[src/rtl/vcm_pkg.sv]
// Constants shared by the video clock multiplier configuration block.
// Assumes a 32-bit AXI4-Lite register bus and a single 100 MHz clock.
package vcm_pkg;

  // Clock rate of the register and sampling clock.
  localparam int CLK_HZ = 100_000_000;

  // Widths of the three divider codes and of the serial word.
  localparam int PRE_W = 2;
  localparam int OUT_W = 7;
  localparam int FB_W = 5;
  localparam int WORD_W = PRE_W + OUT_W + FB_W;

  // Serial word layout, shifted in most significant bit first.
  localparam int FB_LSB = 0;
  localparam int OUT_LSB = FB_LSB + FB_W;
  localparam int PRE_LSB = OUT_LSB + OUT_W;

  // Settings after reset: pre-divide 1, output divide 10, feedback 12.
  localparam logic [PRE_W-1:0] PRE_RST = 2'h0;
  localparam logic [OUT_W-1:0] OUT_RST = 7'h05;
  localparam logic [FB_W-1:0] FB_RST = 5'h0C;

  // Feedback divide range.
  localparam logic [FB_W-1:0] FB_MIN = 5'h05;
  localparam logic [FB_W-1:0] FB_MAX = 5'h1C;

  // Register byte offsets.
  localparam logic [7:0] SETTINGS_OFS = 8'h00;
  localparam logic [7:0] SHIFT_OFS = 8'h04;
  localparam logic [7:0] FLOAT_OFS = 8'h08;
  localparam logic [7:0] STATUS_OFS = 8'h0C;

  // Bit positions of the unconnected-pin mask (and of the pin levels
  // shown in the status register).
  localparam int PIN_DATA = 0;
  localparam int PIN_SCLK = 1;
  localparam int PIN_LOAD = 2;
  localparam int PIN_BYP = 3;
  localparam int PIN_RSEL = 4;
  localparam int PIN_N = 5;
  localparam logic [PIN_N-1:0] FLOAT_RST = 5'h00;
  // Level that an unconnected pin reads through its internal resistor.
  localparam logic [PIN_N-1:0] PIN_DEFAULT = 5'h10;

  // Status register fields.
  localparam int ST_LATCHED = 8;
  localparam int ST_FB_RANGE = 9;

  // AXI responses.
  localparam logic [1:0] RESP_OKAY = 2'h0;
  localparam logic [1:0] RESP_SLVERR = 2'h2;

endpackage : vcm_pkg

[src/rtl/vcm_clock_config.sv]
// Serial divider programming, reference and bypass selection and the
// digital dividers of a video clock multiplier, with an AXI4-Lite slave.
// Assumes all pins are synchronous to aclk and that the analog PLL
// supplies one vco_tick pulse per VCO period in scaled time.
//
// Added by the designer: register access over AXI4-Lite and the address map.
`timescale 1ns/1ps

// What this block does
// - With load low, each rising shift clock shifts the data bit in.
// - A rising load edge copies the shift register into the settings.
// - A falling load edge latches the settings, which then hold.
// - With load high, each rising shift clock shifts data into the settings.
// - Reference select low picks the single-ended input, high the pair.
// - Bypass low feeds the output divider from the PLL, high from the reference.
// - The output clock is the source divided with a 50% duty cycle.
// - The feedback divider output goes to the phase detector.
// - The VCO runs at reference times feedback over pre.
// - Unconnected inputs read low except reference select, which reads high.
// - The pre-divide code 0..3 selects divide by 1, 2, 4 or 8.
// - The output divide code is half the output divide ratio.
// - The feedback divide code is the ratio itself, from 5 to 28.
module vcm_clock_config
  import vcm_pkg::*;
(
  // Clock and reset.
  input wire logic aclk,
  input wire logic aresetn,
  // Serial programming pins.
  input wire logic ser_clk,
  input wire logic ser_data,
  input wire logic ser_load,
  // Static selection pins.
  input wire logic ref_sel,
  input wire logic bypass,
  // Reference clocks and VCO events.
  input wire logic single_ended_ref,
  input wire logic ref_pos,
  input wire logic ref_neg,
  input wire logic vco_tick,
  // Clock outputs, phase detector events and the active settings.
  output logic clk_out,
  output logic feedback_output,
  output logic pd_ref_pulse,
  output logic pd_fb_pulse,
  output logic [WORD_W-1:0] settings,
  // AXI4-Lite write channels.
  input wire logic [7:0] s_axi_awaddr,
  input wire logic s_axi_awvalid,
  output logic s_axi_awready,
  input wire logic [31:0] s_axi_wdata,
  input wire logic [3:0] s_axi_wstrb,
  input wire logic s_axi_wvalid,
  output logic s_axi_wready,
  output logic [1:0] s_axi_bresp,
  output logic s_axi_bvalid,
  input wire logic s_axi_bready,
  // AXI4-Lite read channels.
  input wire logic [7:0] s_axi_araddr,
  input wire logic s_axi_arvalid,
  output logic s_axi_arready,
  output logic [31:0] s_axi_rdata,
  output logic [1:0] s_axi_rresp,
  output logic s_axi_rvalid,
  input wire logic s_axi_rready
);

  logic [PIN_N-1:0] float_mask;
  logic [WORD_W-1:0] shift_reg;
  logic latched;
  logic sclk_q;
  logic load_q;
  logic ref_q;
  logic [7:0] aw_addr;
  logic [31:0] w_data;
  logic [3:0] w_strb;
  logic [OUT_W-1:0] out_cnt;
  logic [FB_W-1:0] fb_cnt;
  logic [2:0] pre_cnt;

  // Unconnected pins read their resistor default.
  wire [PIN_N-1:0] pin_raw = {ref_sel, bypass, ser_load, ser_clk, ser_data};
  wire [PIN_N-1:0] pin_eff = (pin_raw & ~float_mask)
                           | (PIN_DEFAULT & float_mask);
  wire data_eff = pin_eff[PIN_DATA];
  wire sclk_eff = pin_eff[PIN_SCLK];
  wire load_eff = pin_eff[PIN_LOAD];
  wire byp_eff = pin_eff[PIN_BYP];
  wire rsel_eff = pin_eff[PIN_RSEL];

  wire sclk_rise = sclk_eff & ~sclk_q;
  wire load_rise = load_eff & ~load_q;
  wire load_fall = ~load_eff & load_q;

  wire [PRE_W-1:0] pre_code = settings[PRE_LSB +: PRE_W];
  wire [OUT_W-1:0] out_code = settings[OUT_LSB +: OUT_W];
  wire [FB_W-1:0] fb_code = settings[FB_LSB +: FB_W];

  // Pre-divide ratio is two to the power of the code.
  wire [3:0] pre_ratio = 4'h1 << pre_code;
  // A zero code would stall a divider, so it acts as the smallest ratio.
  wire [OUT_W-1:0] out_half = (out_code == 7'h00) ? 7'h01 : out_code;
  wire [FB_W-1:0] fb_ratio = (fb_code == 5'h00) ? 5'h01 : fb_code;
  wire feedback_input_range = (fb_code >= FB_MIN) && (fb_code <= FB_MAX);

  // Reference selection and the divider source.
  wire ref_sel_clk = rsel_eff ? (ref_pos & ~ref_neg)
                              : single_ended_ref;
  wire ref_rise = ref_sel_clk & ~ref_q;
  wire src_tick = byp_eff ? ref_rise : vco_tick;

  wire out_wrap = src_tick && (out_cnt >= out_half - 7'h01);
  wire fb_wrap = vco_tick && (fb_cnt >= fb_ratio - 5'h01);
  wire pre_wrap = ref_rise && ({1'b0, pre_cnt} >= pre_ratio - 4'h1);

  wire [WORD_W-1:0] next_shift = {shift_reg[WORD_W-2:0], data_eff};
  wire [WORD_W-1:0] next_settings = {settings[WORD_W-2:0], data_eff};

  // Register bus decode.
  wire aw_take = s_axi_awvalid & s_axi_awready;
  wire w_take = s_axi_wvalid & s_axi_wready;
  wire wr_go = ~s_axi_awready & ~s_axi_wready & ~s_axi_bvalid;
  wire wr_float = aw_addr == FLOAT_OFS;
  wire wr_known = wr_float || (aw_addr == SETTINGS_OFS)
                || (aw_addr == SHIFT_OFS) || (aw_addr == STATUS_OFS);
  wire ar_take = s_axi_arvalid & s_axi_arready;
  wire rd_known = (s_axi_araddr == SETTINGS_OFS)
                || (s_axi_araddr == SHIFT_OFS)
                || (s_axi_araddr == FLOAT_OFS)
                || (s_axi_araddr == STATUS_OFS);
  wire [31:0] status_word = {22'h0, feedback_input_range, latched,
                             3'h0, pin_eff};
  wire [31:0] rd_word = (s_axi_araddr == SETTINGS_OFS) ? 32'(settings)
                      : (s_axi_araddr == SHIFT_OFS) ? 32'(shift_reg)
                      : (s_axi_araddr == FLOAT_OFS) ? 32'(float_mask)
                      : (s_axi_araddr == STATUS_OFS) ? status_word
                      : 32'h0;

  // Edge history of the pins and the selected reference.
  always_ff @(posedge aclk)
  begin
    if (!aresetn)
    begin
      sclk_q <= 1'b0;
      load_q <= 1'b0;
      ref_q <= 1'b0;
    end
    else
    begin
      sclk_q <= sclk_eff;
      load_q <= load_eff;
      ref_q <= ref_sel_clk;
    end
  end

  // Serial shift register, only moving while load is low.
  always_ff @(posedge aclk)
  begin
    if (!aresetn)
      shift_reg <= {PRE_RST, OUT_RST, FB_RST};
    else if (sclk_rise && !load_eff)
      shift_reg <= next_shift;
  end

  // Active divider settings.
  always_ff @(posedge aclk)
  begin
    if (!aresetn)
      settings <= {PRE_RST, OUT_RST, FB_RST};
    else if (load_rise)
      settings <= shift_reg;
    else if (load_eff && sclk_rise)
      settings <= next_settings;
  end

  // Latched flag: set by a falling load, cleared by a new load rise.
  always_ff @(posedge aclk)
  begin
    if (!aresetn)
      latched <= 1'b0;
    else if (load_fall)
      latched <= 1'b1;
    else if (load_rise)
      latched <= 1'b0;
  end

  // Output divider: toggles every out_half source events.
  always_ff @(posedge aclk)
  begin
    if (!aresetn)
    begin
      out_cnt <= 7'h00;
      clk_out <= 1'b0;
      feedback_output <= 1'b0;
    end
    else if (out_wrap)
    begin
      out_cnt <= 7'h00;
      clk_out <= ~clk_out;
      feedback_output <= ~clk_out;
    end
    else if (src_tick)
      out_cnt <= out_cnt + 7'h01;
  end

  // Feedback and pre-dividers feeding the phase detector.
  always_ff @(posedge aclk)
  begin
    if (!aresetn)
    begin
      fb_cnt <= 5'h00;
      pre_cnt <= 3'h0;
      pd_fb_pulse <= 1'b0;
      pd_ref_pulse <= 1'b0;
    end
    else
    begin
      pd_fb_pulse <= fb_wrap;
      pd_ref_pulse <= pre_wrap;
      if (fb_wrap)
        fb_cnt <= 5'h00;
      else if (vco_tick)
        fb_cnt <= fb_cnt + 5'h01;
      if (pre_wrap)
        pre_cnt <= 3'h0;
      else if (ref_rise)
        pre_cnt <= pre_cnt + 3'h1;
    end
  end

  // Write channels: address and data taken in either order.
  always_ff @(posedge aclk)
  begin
    if (!aresetn)
    begin
      s_axi_awready <= 1'b1;
      s_axi_wready <= 1'b1;
      s_axi_bvalid <= 1'b0;
      s_axi_bresp <= RESP_OKAY;
      aw_addr <= 8'h00;
      w_data <= 32'h0;
      w_strb <= 4'h0;
      float_mask <= FLOAT_RST;
    end
    else
    begin
      if (aw_take)
      begin
        aw_addr <= s_axi_awaddr;
        s_axi_awready <= 1'b0;
      end
      if (w_take)
      begin
        w_data <= s_axi_wdata;
        w_strb <= s_axi_wstrb;
        s_axi_wready <= 1'b0;
      end
      if (s_axi_bvalid && s_axi_bready)
      begin
        s_axi_bvalid <= 1'b0;
        s_axi_awready <= 1'b1;
        s_axi_wready <= 1'b1;
      end
      else if (wr_go)
      begin
        s_axi_bvalid <= 1'b1;
        s_axi_bresp <= wr_known ? RESP_OKAY : RESP_SLVERR;
        if (wr_float && w_strb[0])
          float_mask <= w_data[PIN_N-1:0];
      end
    end
  end

  // Read channels.
  always_ff @(posedge aclk)
  begin
    if (!aresetn)
    begin
      s_axi_arready <= 1'b1;
      s_axi_rvalid <= 1'b0;
      s_axi_rdata <= 32'h0;
      s_axi_rresp <= RESP_OKAY;
    end
    else if (ar_take)
    begin
      s_axi_arready <= 1'b0;
      s_axi_rvalid <= 1'b1;
      s_axi_rdata <= rd_word;
      s_axi_rresp <= rd_known ? RESP_OKAY : RESP_SLVERR;
    end
    else if (s_axi_rvalid && s_axi_rready)
    begin
      s_axi_rvalid <= 1'b0;
      s_axi_arready <= 1'b1;
    end
  end
endmodule : vcm_clock_config

[config.mk]
export PLATFORM = sky130hd
export DESIGN_NAME = vcm_clock_config
export DESIGN_NICKNAME = d
export VERILOG_FILES = /design/src/rtl/vcm_pkg.sv /design/src/rtl/vcm_clock_config.sv
export SDC_FILE = /design/constraint.sdc
export NUM_CORES = 1
export LEC_CHECK = 0
export BUFFER_PORTS_ARGS = -buffer_cell sky130_fd_sc_hd__buf_2
export CAP_MARGIN = 20
export CORE_MARGIN = 8
export CORE_UTILIZATION = 50
export DETAILED_ROUTE_END_ITERATION = 12
export PLACE_DENSITY_LB_ADDON = 0.05
export SLEW_MARGIN = 30
export SYNTH_ARGS = -nofsm -noshare
export SYNTH_HDL_FRONTEND = slang
export SYNTH_SLANG_ARGS = --single-unit
export TNS_END_PERCENT = 50
[constraint.sdc]
create_clock -name aclk -period 5.2 [get_ports aclk]
set_input_delay 1.04 -clock aclk [delete_from_list [all_inputs] [get_ports aclk]]
set_output_delay 1.04 -clock aclk [all_outputs]
set_load 0.02 [all_outputs]
# Word level (Yosys, flattened, before mapping)
# Cells that the tools add are included.
# op_classes
add_sub_neg	6
order_cmp	5
eq_ne	6
n_shift	1
mux	18
n_bitwise	24
n_reduce_logical	29
# ops
cell	count
14-bit two-way mux	4
8-bit by 4-bit == test with 1-bit output (second input constant)	4
10-bit two-way mux	2
8-bit by 3-bit == test with 1-bit output (second input constant)	2
8-bit logical NOT	2
1-bit inverter	11
1-bit AND	10
1-bit logical AND	9
1-bit two-way mux	8
2-bit OR reduction	4
7-bit by 1-bit adder with 7-bit output (second input constant)	1
7-bit >= comparator	1
7-bit logical NOT	1
7-bit two-way mux	1
7-bit by 1-bit subtractor with 7-bit output (second input constant)	1
1-bit logical OR	6
2-bit nonzero test	3
5-bit by 1-bit adder with 5-bit output (second input constant)	1
5-bit AND	1
5-bit by 3-bit >= comparator with 1-bit output (second input constant)	1
5-bit >= comparator	1
5-bit less-or-equal comparator (second input constant)	1
5-bit logical NOT	1
5-bit two-way mux	1
11 further kinds	12
# word_totals
regBits	110
inputBits	68
output_inout_bits	59
wordCells	113

# Logic depth before layout (Yosys ltp)
# Gate-level depths: netlist of the first run.
# depth
ltp_word	8
mapped_depth	13
depth_no_buf	11

# Least setup slack after synthesis of the first run
# No wires, ideal clock.
# synth_timing
kind	register to register
start	reg settings[10]
end	reg feedback_output
setup_ns	0.132
t_arrival_ns	2.422
required_time_ns	5.068
slack_ns	2.646
stages_incl_launch_ff	14
n_path_buf	2
period_less_slack_ns	2.554
cell_sequence	dfxtp_1 -> clkbuf_1 -> nor3_1 -> a21oi_1 -> ha_1 -> nand3b_1 -> xor2_1 -> ha_1 -> nand3_1 -> a21oi_1 -> a21oi_1 -> buf_4 -> o21ai_0 -> a21oi_1
# synth_via
elab_chain_cells	5
# synth_rtl
element	line	source
start, declared	vcm_clock_config.sv:46	output logic [WORD_W-1:0] settings,
start signal, assigned	vcm_clock_config.sv:169	settings <= {PRE_RST, OUT_RST, FB_RST};
start signal, assigned	vcm_clock_config.sv:171	settings <= shift_reg;
start signal, assigned	vcm_clock_config.sv:173	settings <= next_settings;
7-bit logical NOT	vcm_clock_config.sv:102	wire [OUT_W-1:0] out_half = (out_code == 7'h00) ? 7'h01 : out_code;
7-bit two-way mux *	vcm_clock_config.sv:102	
7-bit by 1-bit subtractor with 7-bit output *	vcm_clock_config.sv:112	wire out_wrap = src_tick && (out_cnt >= out_half - 7'h01);
7-bit >= comparator *	vcm_clock_config.sv:112	
1-bit logical AND *	vcm_clock_config.sv:112	
end signal, assigned	vcm_clock_config.sv:200	feedback_output <= ~clk_out;
end, declared	vcm_clock_config.sv:43	output logic feedback_output,
# Mark *: on every way between the ends. The rest lies on a longest branch, timed or not.
# A chain may end at the register's enable or synchronous reset.

# Worst setup path after layout of the first run
# layout_timing
start	reg settings[9]
end	reg out_cnt[4]
# layout_via
elab_chain_cells	6
# layout_rtl
element	line	source
7-bit logical NOT	vcm_clock_config.sv:102	
7-bit two-way mux *	vcm_clock_config.sv:102	
7-bit by 1-bit subtractor with 7-bit output *	vcm_clock_config.sv:112	
7-bit >= comparator *	vcm_clock_config.sv:112	
1-bit logical AND *	vcm_clock_config.sv:112	
2-bit OR reduction (no line) *	-	
end signal, assigned	vcm_clock_config.sv:203	out_cnt <= out_cnt + 7'h01;
end, declared	vcm_clock_config.sv:77	logic [OUT_W-1:0] out_cnt;
# Marked as above.

==> results of run 1 <==
layer usage:
metal / GRT usage (%) / vias to the layer above
met5: 0 / -
met4: 5.41 / 0
met3: 4.71 / 4
met2: 26.8 / 80
met1: 21.1 / 1742
li1: - / 1870
logic make-up (layout without fill, tap and decap cells):
group | Yosys count | after routing
xor+xnor | 11 | 11
simple gates | 180 | 180
buf+inv | 61 | 108
other cells | 1 | 20
flops | 90 | 90
fa+ha+maj | 22 | 22
mux | 47 | 47
compound gates | 96 | 96
per-stage QoR:
step	cell area [um2]	hold slack (ns)
floorplan	4540	0.431
global placement	4800	0.441
detailed placement	4800	0.446
CTS	5020	0.459
global route	5020	0.479
finish	5020	0.454
power breakdown:
| part | switching (mW) | leakage (nW) | internal [mW] | total (mW) |
|---|---|---|---|---|
| registers | 0.0408 | 0.735 | 0.721 | 0.762 |
| clock network | 0.251 | 0.106 | 0.276 | 0.526 |
| logic | 0.149 | 1.47 | 0.0996 | 0.248 |
| total | 0.440 | 2.32 | 1.10 | 1.54 |
critical path, delay by kind of cell (launching register included):
| family | cells | cell delay [ns] |
|---|---|---|
| AND/OR/NAND/NOR | 4 | 0.52 |
| XOR/XNOR | 1 | 0.17 |
| flip-flops | 1 | 0.53 |
| AO/OA/AOI/OAI | 4 | 1.24 |
| adder cells (fa/ha/maj) | 2 | 0.59 |
placed cells by master (no fill, tap or decap), types with 3 or more instances in the layout:
cell | Yosys | final
a211oi_1 | 13 | 13
nor2_1 | 65 | 65
nor3b_1 | 3 | 3
mux4_2 | 4 | 4
a31oi_1 | 4 | 4
nand3_1 | 28 | 28
a22oi_1 | 7 | 7
xnor2_1 | 5 | 5
conb_1 | 1 | 20
a21oi_1 | 34 | 34
inv_1 | 13 | 13
buf_2 | 7 | 76
nor3_1 | 7 | 7
nor2b_1 | 4 | 4
nand2b_1 | 5 | 5
a2bb2oi_1 | 7 | 7
ha_1 | 22 | 22
mux2i_1 | 40 | 40
clkbuf_8 | 0 | 9
dfxtp_1 | 90 | 90
a21o_1 | 5 | 5
xor2_1 | 6 | 6
nand2_1 | 49 | 49
or3_1 | 3 | 3
o21ai_0 | 14 | 14
nand4_1 | 3 | 3
final cells by class:
type,count,area (um2)
Fill cell,835,3660
Timing Repair Buffer,78,395
Tap cell,108,135
Clock buffer,11,131
Multi-Input combinational cell,376,2420
Sequential cell,90,1800
Clock inverter,5,87.6
Inverter,14,52.6
how the worst max path moves through the flow:
| stage | end | slack (ns) | cells after the start |
|---|---|---|---|
| 5_1_grt | out_cnt[3] | 1.77 | 11 |
| 3_3_place_gp | out_cnt[5] | 2.24 | 11 |
| 2_1_floorplan | feedback_output | 2.65 | 13 |
| 3_5_place_dp | out_cnt[4] | 2.13 | 11 |
| 6_report | out_cnt[4] | 2.08 | 11 |
| 4_1_cts | out_cnt[5] | 2.09 | 11 |
==> run summary, run 1 <==
fin. max-slew vios - 0
PwrDens - 306 nW/um2
vias in the first global route - 3,617
TritonCTS Buffers - 9
wire length per cell - 15.2 um
Placed Cells - 666
critical path peak fanout - 12
# Max-Cap Violations - 0
net total in the final layout - 659
synthesized area - 4470 um2
VDD IR max - 0.000169 V
CP required - 5.48 ns
most used cell along the critical path - a21oi_1
Post-synth EDFFs - 0
crit start category - flop
Avg Inst Size Synth - 8.79 um2
worst-case reg-to-reg path depth - 11
Total Negative Setup Slacks - 0 ns
hold path depth - 2
die span in x - 111 um
Worst Tran Pin Value - 0.852 ns
final wirelength - 10.3 mm
first-pass GRT wire length - 17.4 mm
gr usage total - 16.7%
maximum clock path buffer count - 2
Yosys cell types - 50
antenna fix cells - 0
area leader, netlist - dfxtp_1
Initial Utilization - 51.5%
Worst Hold Path EP - aw_addr[3]
final worst setup slack - 2.08 ns
via/cell ratio - 5.42
list of most frequent post-synthesis cells - dfxtp_1, nor2_1, nand2_1
WL met2 - 4.93 mm
met3 wire length - 516 um
die area - 12,200 um2
f_max - 0.320 GHz
critical path class - reg2reg
status - finished clean
starting DRC count in detailed routing - 179
GRT Residual Overflow - 0
total number of vias - 3,696
Clock Sinks - 90
CTS Hold Bufs - 0
FF-to-FF End - out_cnt[4]
pin count of the biggest net entering global routing - 39
fin util - 57.8%
RD Place Congestion - 0.821
Synth area leaders - dfxtp_1, mux2i_1, ha_1, nor2_1, nand2_1
count leader, synth - dfxtp_1
top sig layer - met4
total power - 1.54 mW
Reg2Reg Setup Slack - 2.08 ns
met1 WL - 4.85 mm
H-tree depth - 3
Seq cells post-synth - 90
area of the core - 8680 um2
async set-reset flop share out of synthesis - 0%
largest family of logic cells by synthesized area - simple AND/OR/NAND/NOR gates
min Tclk post-route - 3.12 ns
Worst setup startpoint - settings[9]
share of post-route cells with drive strength above 1 - 18.3%
HPWL after detailed placement - 7.56 mm
Layout Area Growth over Synthesis - 12.4%
ANT nets after route - 0
top-area cell type share of the netlist area - 40.3%
RSZ-0062 raised after global routing - false
Clk Latency, worst-skew pair - 0.35 ns
crit path cell chain - nor3_1 -> a21oi_1 -> ha_1 -> nand3b_1 -> xor2_1 -> ha_1 -> a21oi_1 -> nand2_1 -> a21oi_1 -> nand3_1 -> a31oi_1
CTS root buffer - clkbuf_8
Synth Area in XOR/XNOR - 2.16%
fraction of the mapped netlist area in adder cells - 6.16%
Synth Instances - 508
Worst EP arrival - 3.40 ns
multiplexer share of the synthesized area - 11.8%
skew final - 0.0100 ns
Worst R2R Start - settings[9]
simple-gate area share of the yosys netlist - 18.4%
PostCTS Resize Cnt - 0
post-synthesis compound-gate area fraction - 13.9%
CP peak stage delay - 0.67 ns
CTS tree - built
relative slew slack - 43.2%
Place WS - 2.13 ns
Die Span Y - 111 um
DRC viols - 0
IO buf count - 76
drt first pass iters - 5
I/O pin total - 127
Tcrit/Tclk final - 60.1%
Final setup viols - 0
initial antenna violation count - 0
worst hold path type - reg2reg
hold path start - aw_addr[3]
final std cells w/o fill - 682
Slowest-stage cell, CP - a21oi_1
Most used DFF post-synth - dfxtp_1
row count - 34
Leak Pwr - 2.32 nW
CTS clk-pin slew, worst paths - 0.09 ns
Hold Fails Final Rpt - 0
post-CTS setup buffer count - 0
Yosys warnings - 0
Worst Setup End Kind - flop
sequential cell area fraction in the yosys report - 40.3%
Power figures use the tool's default switching activity.
==> inputs of run 2 (changes only) <==
--- a/config.mk
+++ b/config.mk
@@ -5,6 +5,7 @@
 export SDC_FILE = /design/constraint.sdc
 export NUM_CORES = 1
 export LEC_CHECK = 0
+export ABC_AREA = 1
 export BUFFER_PORTS_ARGS = -buffer_cell sky130_fd_sc_hd__buf_2
 export CAP_MARGIN = 20
 export CORE_MARGIN = 8
==> constraint.sdc (replaced) <==
create_clock -name aclk -period 3.1 [get_ports aclk]
set_input_delay 0.62 -clock aclk [delete_from_list [all_inputs] [get_ports aclk]]
set_output_delay 0.62 -clock aclk [all_outputs]
set_load 0.02 [all_outputs]
==> run 2 against run 1 <==
Wire length increased by 12%. Global-route usage increased by 1.7 points. Maximum frequency grew 19%. Critical path depth grew 3. Synthesized cell count is 28% higher. Sequential share of layout area is 1.6 points lower. Setup slack got worse by 1.6 ns. Clock power is 59% higher. Combinational power rose by 97%. Register-to-register slack got worse by 1.6 ns. Via count increased by 15%. Synthesized area rose by 5.1%. Critical path type unchanged.
==> run summary, run 2 <==
area leader, netlist - dfxtp_1
first-pass GRT wire length - 19.3 mm
via/cell ratio - 5.11
Worst EP arrival - 2.93 ns
die span in x - 113 um
async set-reset flop share out of synthesis - 0%
switching share of total power - 31.6%
Worst Tran Pin Value - 0.627 ns
post-CTS setup buffer count - 0
status - finished clean
Synth area leaders - dfxtp_1, nand2_1, nor2_1, ha_1, o21ai_0
CTS root buffer - clkbuf_8
net total in the final layout - 810
area of the core - 9200 um2
fin util - 57.1%
share of post-route cells with drive strength above 1 - 16.7%
initial antenna violation count - 0
die area - 12,700 um2
Leak Pwr - 2.57 nW
internal power - 1.79 mW
starting DRC count in detailed routing - 229
antenna fix cells - 0
synthesized area - 4700 um2
Worst Setup End Kind - flop
combinational power share - 18.6%
leading cell type in the layout, fill and taps excluded - nand2_1
critical path peak fanout - 7
count leader, synth - nand2_1
f_max - 0.380 GHz
Avg Inst Size Synth - 7.22 um2
worst-case reg-to-reg path depth - 14
total number of vias - 4,267
Clk Latency, worst-skew pair - 0.37 ns
Synth Instances - 650
HPWL after detailed placement - 8.56 mm
PwrDens - 499 nW/um2
Die Span Y - 113 um
GRT Residual Overflow - 0
wire length per cell - 13.8 um
sequential cell area fraction in the yosys report - 38.4%
power share of the sequential group - 49.4%
top-area cell type share of the netlist area - 38.4%
# Max-Cap Violations - 0
final worst setup slack - 0.467 ns
RD Place Congestion - 0.827
gr usage total - 18.4%
H-tree depth - 3
Total Negative Setup Slacks - 0 ns
list of most frequent post-synthesis cells - nand2_1, dfxtp_1, nor2_1
CP required - 3.39 ns
VDD IR max - 0.000252 V
vias in the first global route - 3,998
row count - 35
crit start category - flop
CTS tree - built
Clock Sinks - 90
Sw Pwr - 828 uW
ANT nets after route - 0
Place WS - 0.462 ns
relative slew slack - 58.2%
Initial Utilization - 51.1%
min Tclk post-route - 2.63 ns
Seq cells post-synth - 90
critical path class - reg2reg
RSZ-0062 raised after global routing - false
Hold Fails Final Rpt - 0
final wirelength - 11.5 mm
Yosys cell types - 41
drt first pass iters - 4
skew final - 0.0125 ns
maximum clock path buffer count - 2
pin count of the biggest net entering global routing - 62
fin. max-slew vios - 0
most frequent cells in the layout - nand2_1, dfxtp_1, nor2_1, buf_2, inv_1
CTS clk-pin slew, worst paths - 0.09 ns
Layout Area Growth over Synthesis - 11.8%
Clk pwr share - 32.0%
I/O pin total - 127
Post-synth EDFFs - 0
hold path depth - 2
Yosys warnings - 0
DRC viols - 0
CTS Hold Bufs - 0
Final setup viols - 0
Tcrit/Tclk final - 84.9%
worst hold path type - reg2reg
TritonCTS Buffers - 9
Most used DFF post-synth - dfxtp_1
IO buf count - 76
PostCTS Resize Cnt - 0
[run 2: changes by cell type in the layout (fill, tap and decap cells not counted), sizes merged, moves of 11 or more]
cell,previous run,this run
a21oi,34,47
mux2i,41,1
o211ai,2,14
o21ai,14,62
nand3,28,39
a211oi,13,0
nand2,49,131
nor2,66,89
inv,15,73
[run 2: through the flow]
stage               total power, mW  std cells  instance area (um2)  hold slack [ns]
finish                         2.62        835                 5250            0.455
CTS                            2.64        835                 5250            0.459
floorplan                      1.68        669                 4770            0.424
detailed placement             1.81        820                 5050            0.445
global route                   2.77        835                 5250            0.494
global placement               1.80        820                 5050            0.442
[run 2: cells by family after synthesis]
family                     share of synthesized area [%]
xor gates and xnor gates                            2.80
other                                             0.0799
adders and majority gates                           5.86
AOI/OAI and AO/OA                                   15.4
DFF                                                 38.4
and+or+nand+nor                                     25.5
muxes                                              0.213
buffers and inverters                               11.8
[run 2: path summary, 6_finish.rpt]
kind / slack [ns] / startpoint / end
max reg2reg: 0.47 / settings[7] / out_cnt[3]
min reg2reg: 0.45 / latched / latched
min: 0.45 / latched / latched
max: 0.47 / settings[7] / out_cnt[3]
[run 2: routing by layer]
metal	track usage, %	part of all wire [%]	vias to the layer above
li1	-	-	2213
met1	22.8	46	1941
met2	30.6	47	97
met3	4.21	6.0	16
met4	6.66	1.5	0
met5	0	0	-
[run 2: layout make-up]
cell class / count / area (um2)
multi-input cells: 465 / 2410
flip-flops and latches: 90 / 1800
clock inverters: 5 / 62.6
well taps: 111 / 139
repair buffers: 82 / 425
clock buffers: 10 / 138
inverters: 72 / 273
fillers: 912 / 3950
[run 2: critical path: stages, from the launching register on]
cell and delay, ns:
dfxtp_1 0.44, inv_1 0.10, nand2_1 0.10, nor2_1 0.07, a31oi_2 0.22, ha_1 0.26, nand3_1 0.12, xor2_1 0.16
ha_1 0.32, a21o_1 0.16, nor2_1 0.10, nand3_1 0.13, nand2_2 0.12, nand2_2 0.11, a21oi_1 0.17
[run 2: power groups by stage]
stage | clock network [mW] | registers (mW) | logic [mW]
6_report | 0.838 | 1.29 | 0.488
5_1_grt | 0.910 | 1.31 | 0.548
4_1_cts | 0.856 | 1.30 | 0.491
3_5_place_dp | 0 | 1.32 | 0.490
3_3_place_gp | 0 | 1.32 | 0.477
2_1_floorplan | 0 | 1.35 | 0.337
==> inputs of run 3 (changes only) <==
--- a/config.mk
+++ b/config.mk
@@ -5,11 +5,11 @@
 export SDC_FILE = /design/constraint.sdc
 export NUM_CORES = 1
 export LEC_CHECK = 0
-export ABC_AREA = 1
+export ABC_AREA = 0
 export BUFFER_PORTS_ARGS = -buffer_cell sky130_fd_sc_hd__buf_2
 export CAP_MARGIN = 20
 export CORE_MARGIN = 8
-export CORE_UTILIZATION = 50
+export CORE_UTILIZATION = 47
 export DETAILED_ROUTE_END_ITERATION = 12
 export PLACE_DENSITY_LB_ADDON = 0.05
 export SLEW_MARGIN = 30
==> constraint.sdc (replaced) <==
create_clock -name aclk -period 2.2 [get_ports aclk]
set_input_delay 0.44 -clock aclk [delete_from_list [all_inputs] [get_ports aclk]]
set_output_delay 0.44 -clock aclk [all_outputs]
set_load 0.02 [all_outputs]
==> run 3 against run 2 <==
The run now ends with setup timing left. Critical path type unchanged. Global-route usage is 1.5 points lower. First-iteration DRC count is 52% lower. Die area is 1.0% higher.
==> run summary, run 3 (synthesis gave the netlist of run 1 again) <==
Worst EP arrival - 2.65 ns
Tcrit/Tclk final - 107%
CTS root buffer - clkbuf_8
gr usage total - 16.9%
CTS clk-pin slew, worst paths - 0.09 ns
row count - 35
initial antenna violation count - 0
failing checks - setup timing
pin count of the biggest net entering global routing - 24
Clk Latency, worst-skew pair - 0.35 ns
TritonCTS Buffers - 9
antenna fix cells - 0
status - finished, violations left
VDD IR max - 0.000484 V
final worst setup slack - -0.158 ns
critical path class - reg2reg
Filler cells - 877
Layout Area Growth over Synthesis - 21.4%
ANT nets after route - 0
PwrDens - 690 nW/um2
vias in the first global route - 3,750
RSZ-0062 raised after global routing - true
area of the core - 9240 um2
via/cell ratio - 5.13
crit start category - flop
most frequent cells in the layout - dfxtp_1, buf_2, nor2_1, nand2_1, mux2i_1
die span in x - 113 um
starting DRC count in detailed routing - 110
Worst Setup End Kind - flop
DRC viols - 0
min Tclk post-route - 2.36 ns
Initial Utilization - 48.3%
drt first pass iters - 4
I/O pin total - 127
skew final - 0.00773 ns
leading cell type in the layout, fill and taps excluded - dfxtp_1
Multi-input gate area - 2480 um2
worst hold path type - in2reg
Place WS - -0.132 ns
GRT Residual Overflow - 0
Final setup viols - 8
RD Place Congestion - 0.755
fin. max-slew vios - 0
Clock Sinks - 90
wire length per cell - 14.7 um
Hold Fails Final Rpt - 0
CTS tree - built
H-tree depth - 3
final wirelength - 10.9 mm
critical path peak fanout - 5
first-pass GRT wire length - 18.0 mm
Total Negative Setup Slacks - -0.957 ns
CP required - 2.50 ns
# Max-Cap Violations - 0
total power - 3.74 mW
sequential standard cell area - 1820 um2
total number of vias - 3,793
maximum clock path buffer count - 2
Placed Cells - 721
share of post-route cells with drive strength above 1 - 26.2%
final std cells w/o fill - 740
die area - 12,900 um2
net total in the final layout - 696
CTS Hold Bufs - 0
Die Span Y - 113 um
IO buf count - 76
f_max - 0.424 GHz
HPWL after detailed placement - 8.17 mm
Leak Pwr - 2.51 nW
run 3: cell types whose count changed in the layout (fill, tap and decap cells not counted), sizes merged, moves of 23 or more:
cell,previous run,this run
nand2,131,49
o21ai,62,14
nor2,89,66
inv,73,15
mux2i,1,41
buf,82,115
run 3: worst max-delay path, stage by stage (launching register included):
cell and delay [ns]:
dfxtp_4 0.38, nor3_4 0.05, a21oi_2 0.16, ha_2 0.22, nand3b_1 0.10, xor2_1 0.16, ha_1 0.31, nand3_1 0.08
a21oi_2 0.16, a21oi_2 0.09, buf_4 0.15, or3_1 0.32, a21oi_2 0.11
run 3: cell type report:
cell class                 instances  share of cell area, %
sequential                        90                   33.5
multi-input combinational        376                   45.7
inverter                          14                  0.969
timing repair buffer             115                   12.7
clock inverter                     5                   1.08
tap                              129                   2.98
clock buffer                      11                   3.00
run 3: worst paths after layout:
check	start	cells after the start	end	slack, ns
setup reg to reg	settings[6]	12	feedback_output	-0.16
setup / recovery	settings[6]	12	feedback_output	-0.16
hold / removal	s_axi_awaddr[7]	3	aw_addr[7]	0.32
hold reg to reg	aw_addr[4]	2	aw_addr[4]	0.46
run 3: power by group:
group | internal [mW] | switching [mW] | total (mW)
combinational | 0.323 | 0.416 | 0.738
clock | 0.627 | 0.600 | 1.23
sequential | 1.71 | 0.0706 | 1.78
run 3: what timing repair did:
action	4_1_cts	5_1_grt
setup endpoints to repair	8	13
gates resized for setup	5	3
cloned	0	0
setup buffers	2	1
pin swaps	10	5
hold endpoints to repair	0	0
run 3: layer usage:
metal | GRT usage [%] | share of wire (%) | up-vias
li1 | - | - | 1947
met1 | 21.0 | 47 | 1755
met2 | 28.6 | 47 | 85
met3 | 3.96 | 5.2 | 6
met4 | 4.53 | 0.60 | 0
met5 | 0 | 0 | -
run 3: through the flow:
stage          utilization (%)  hold slack [ns]  cell area, um2
3_3_place_gp              55.8            0.442            5160
2_1_floorplan                -            0.431            4610
6_report                  58.7            0.324            5420
3_5_place_dp              55.8            0.448            5160
4_1_cts                   58.5            0.309            5400
5_1_grt                   58.7            0.314            5420
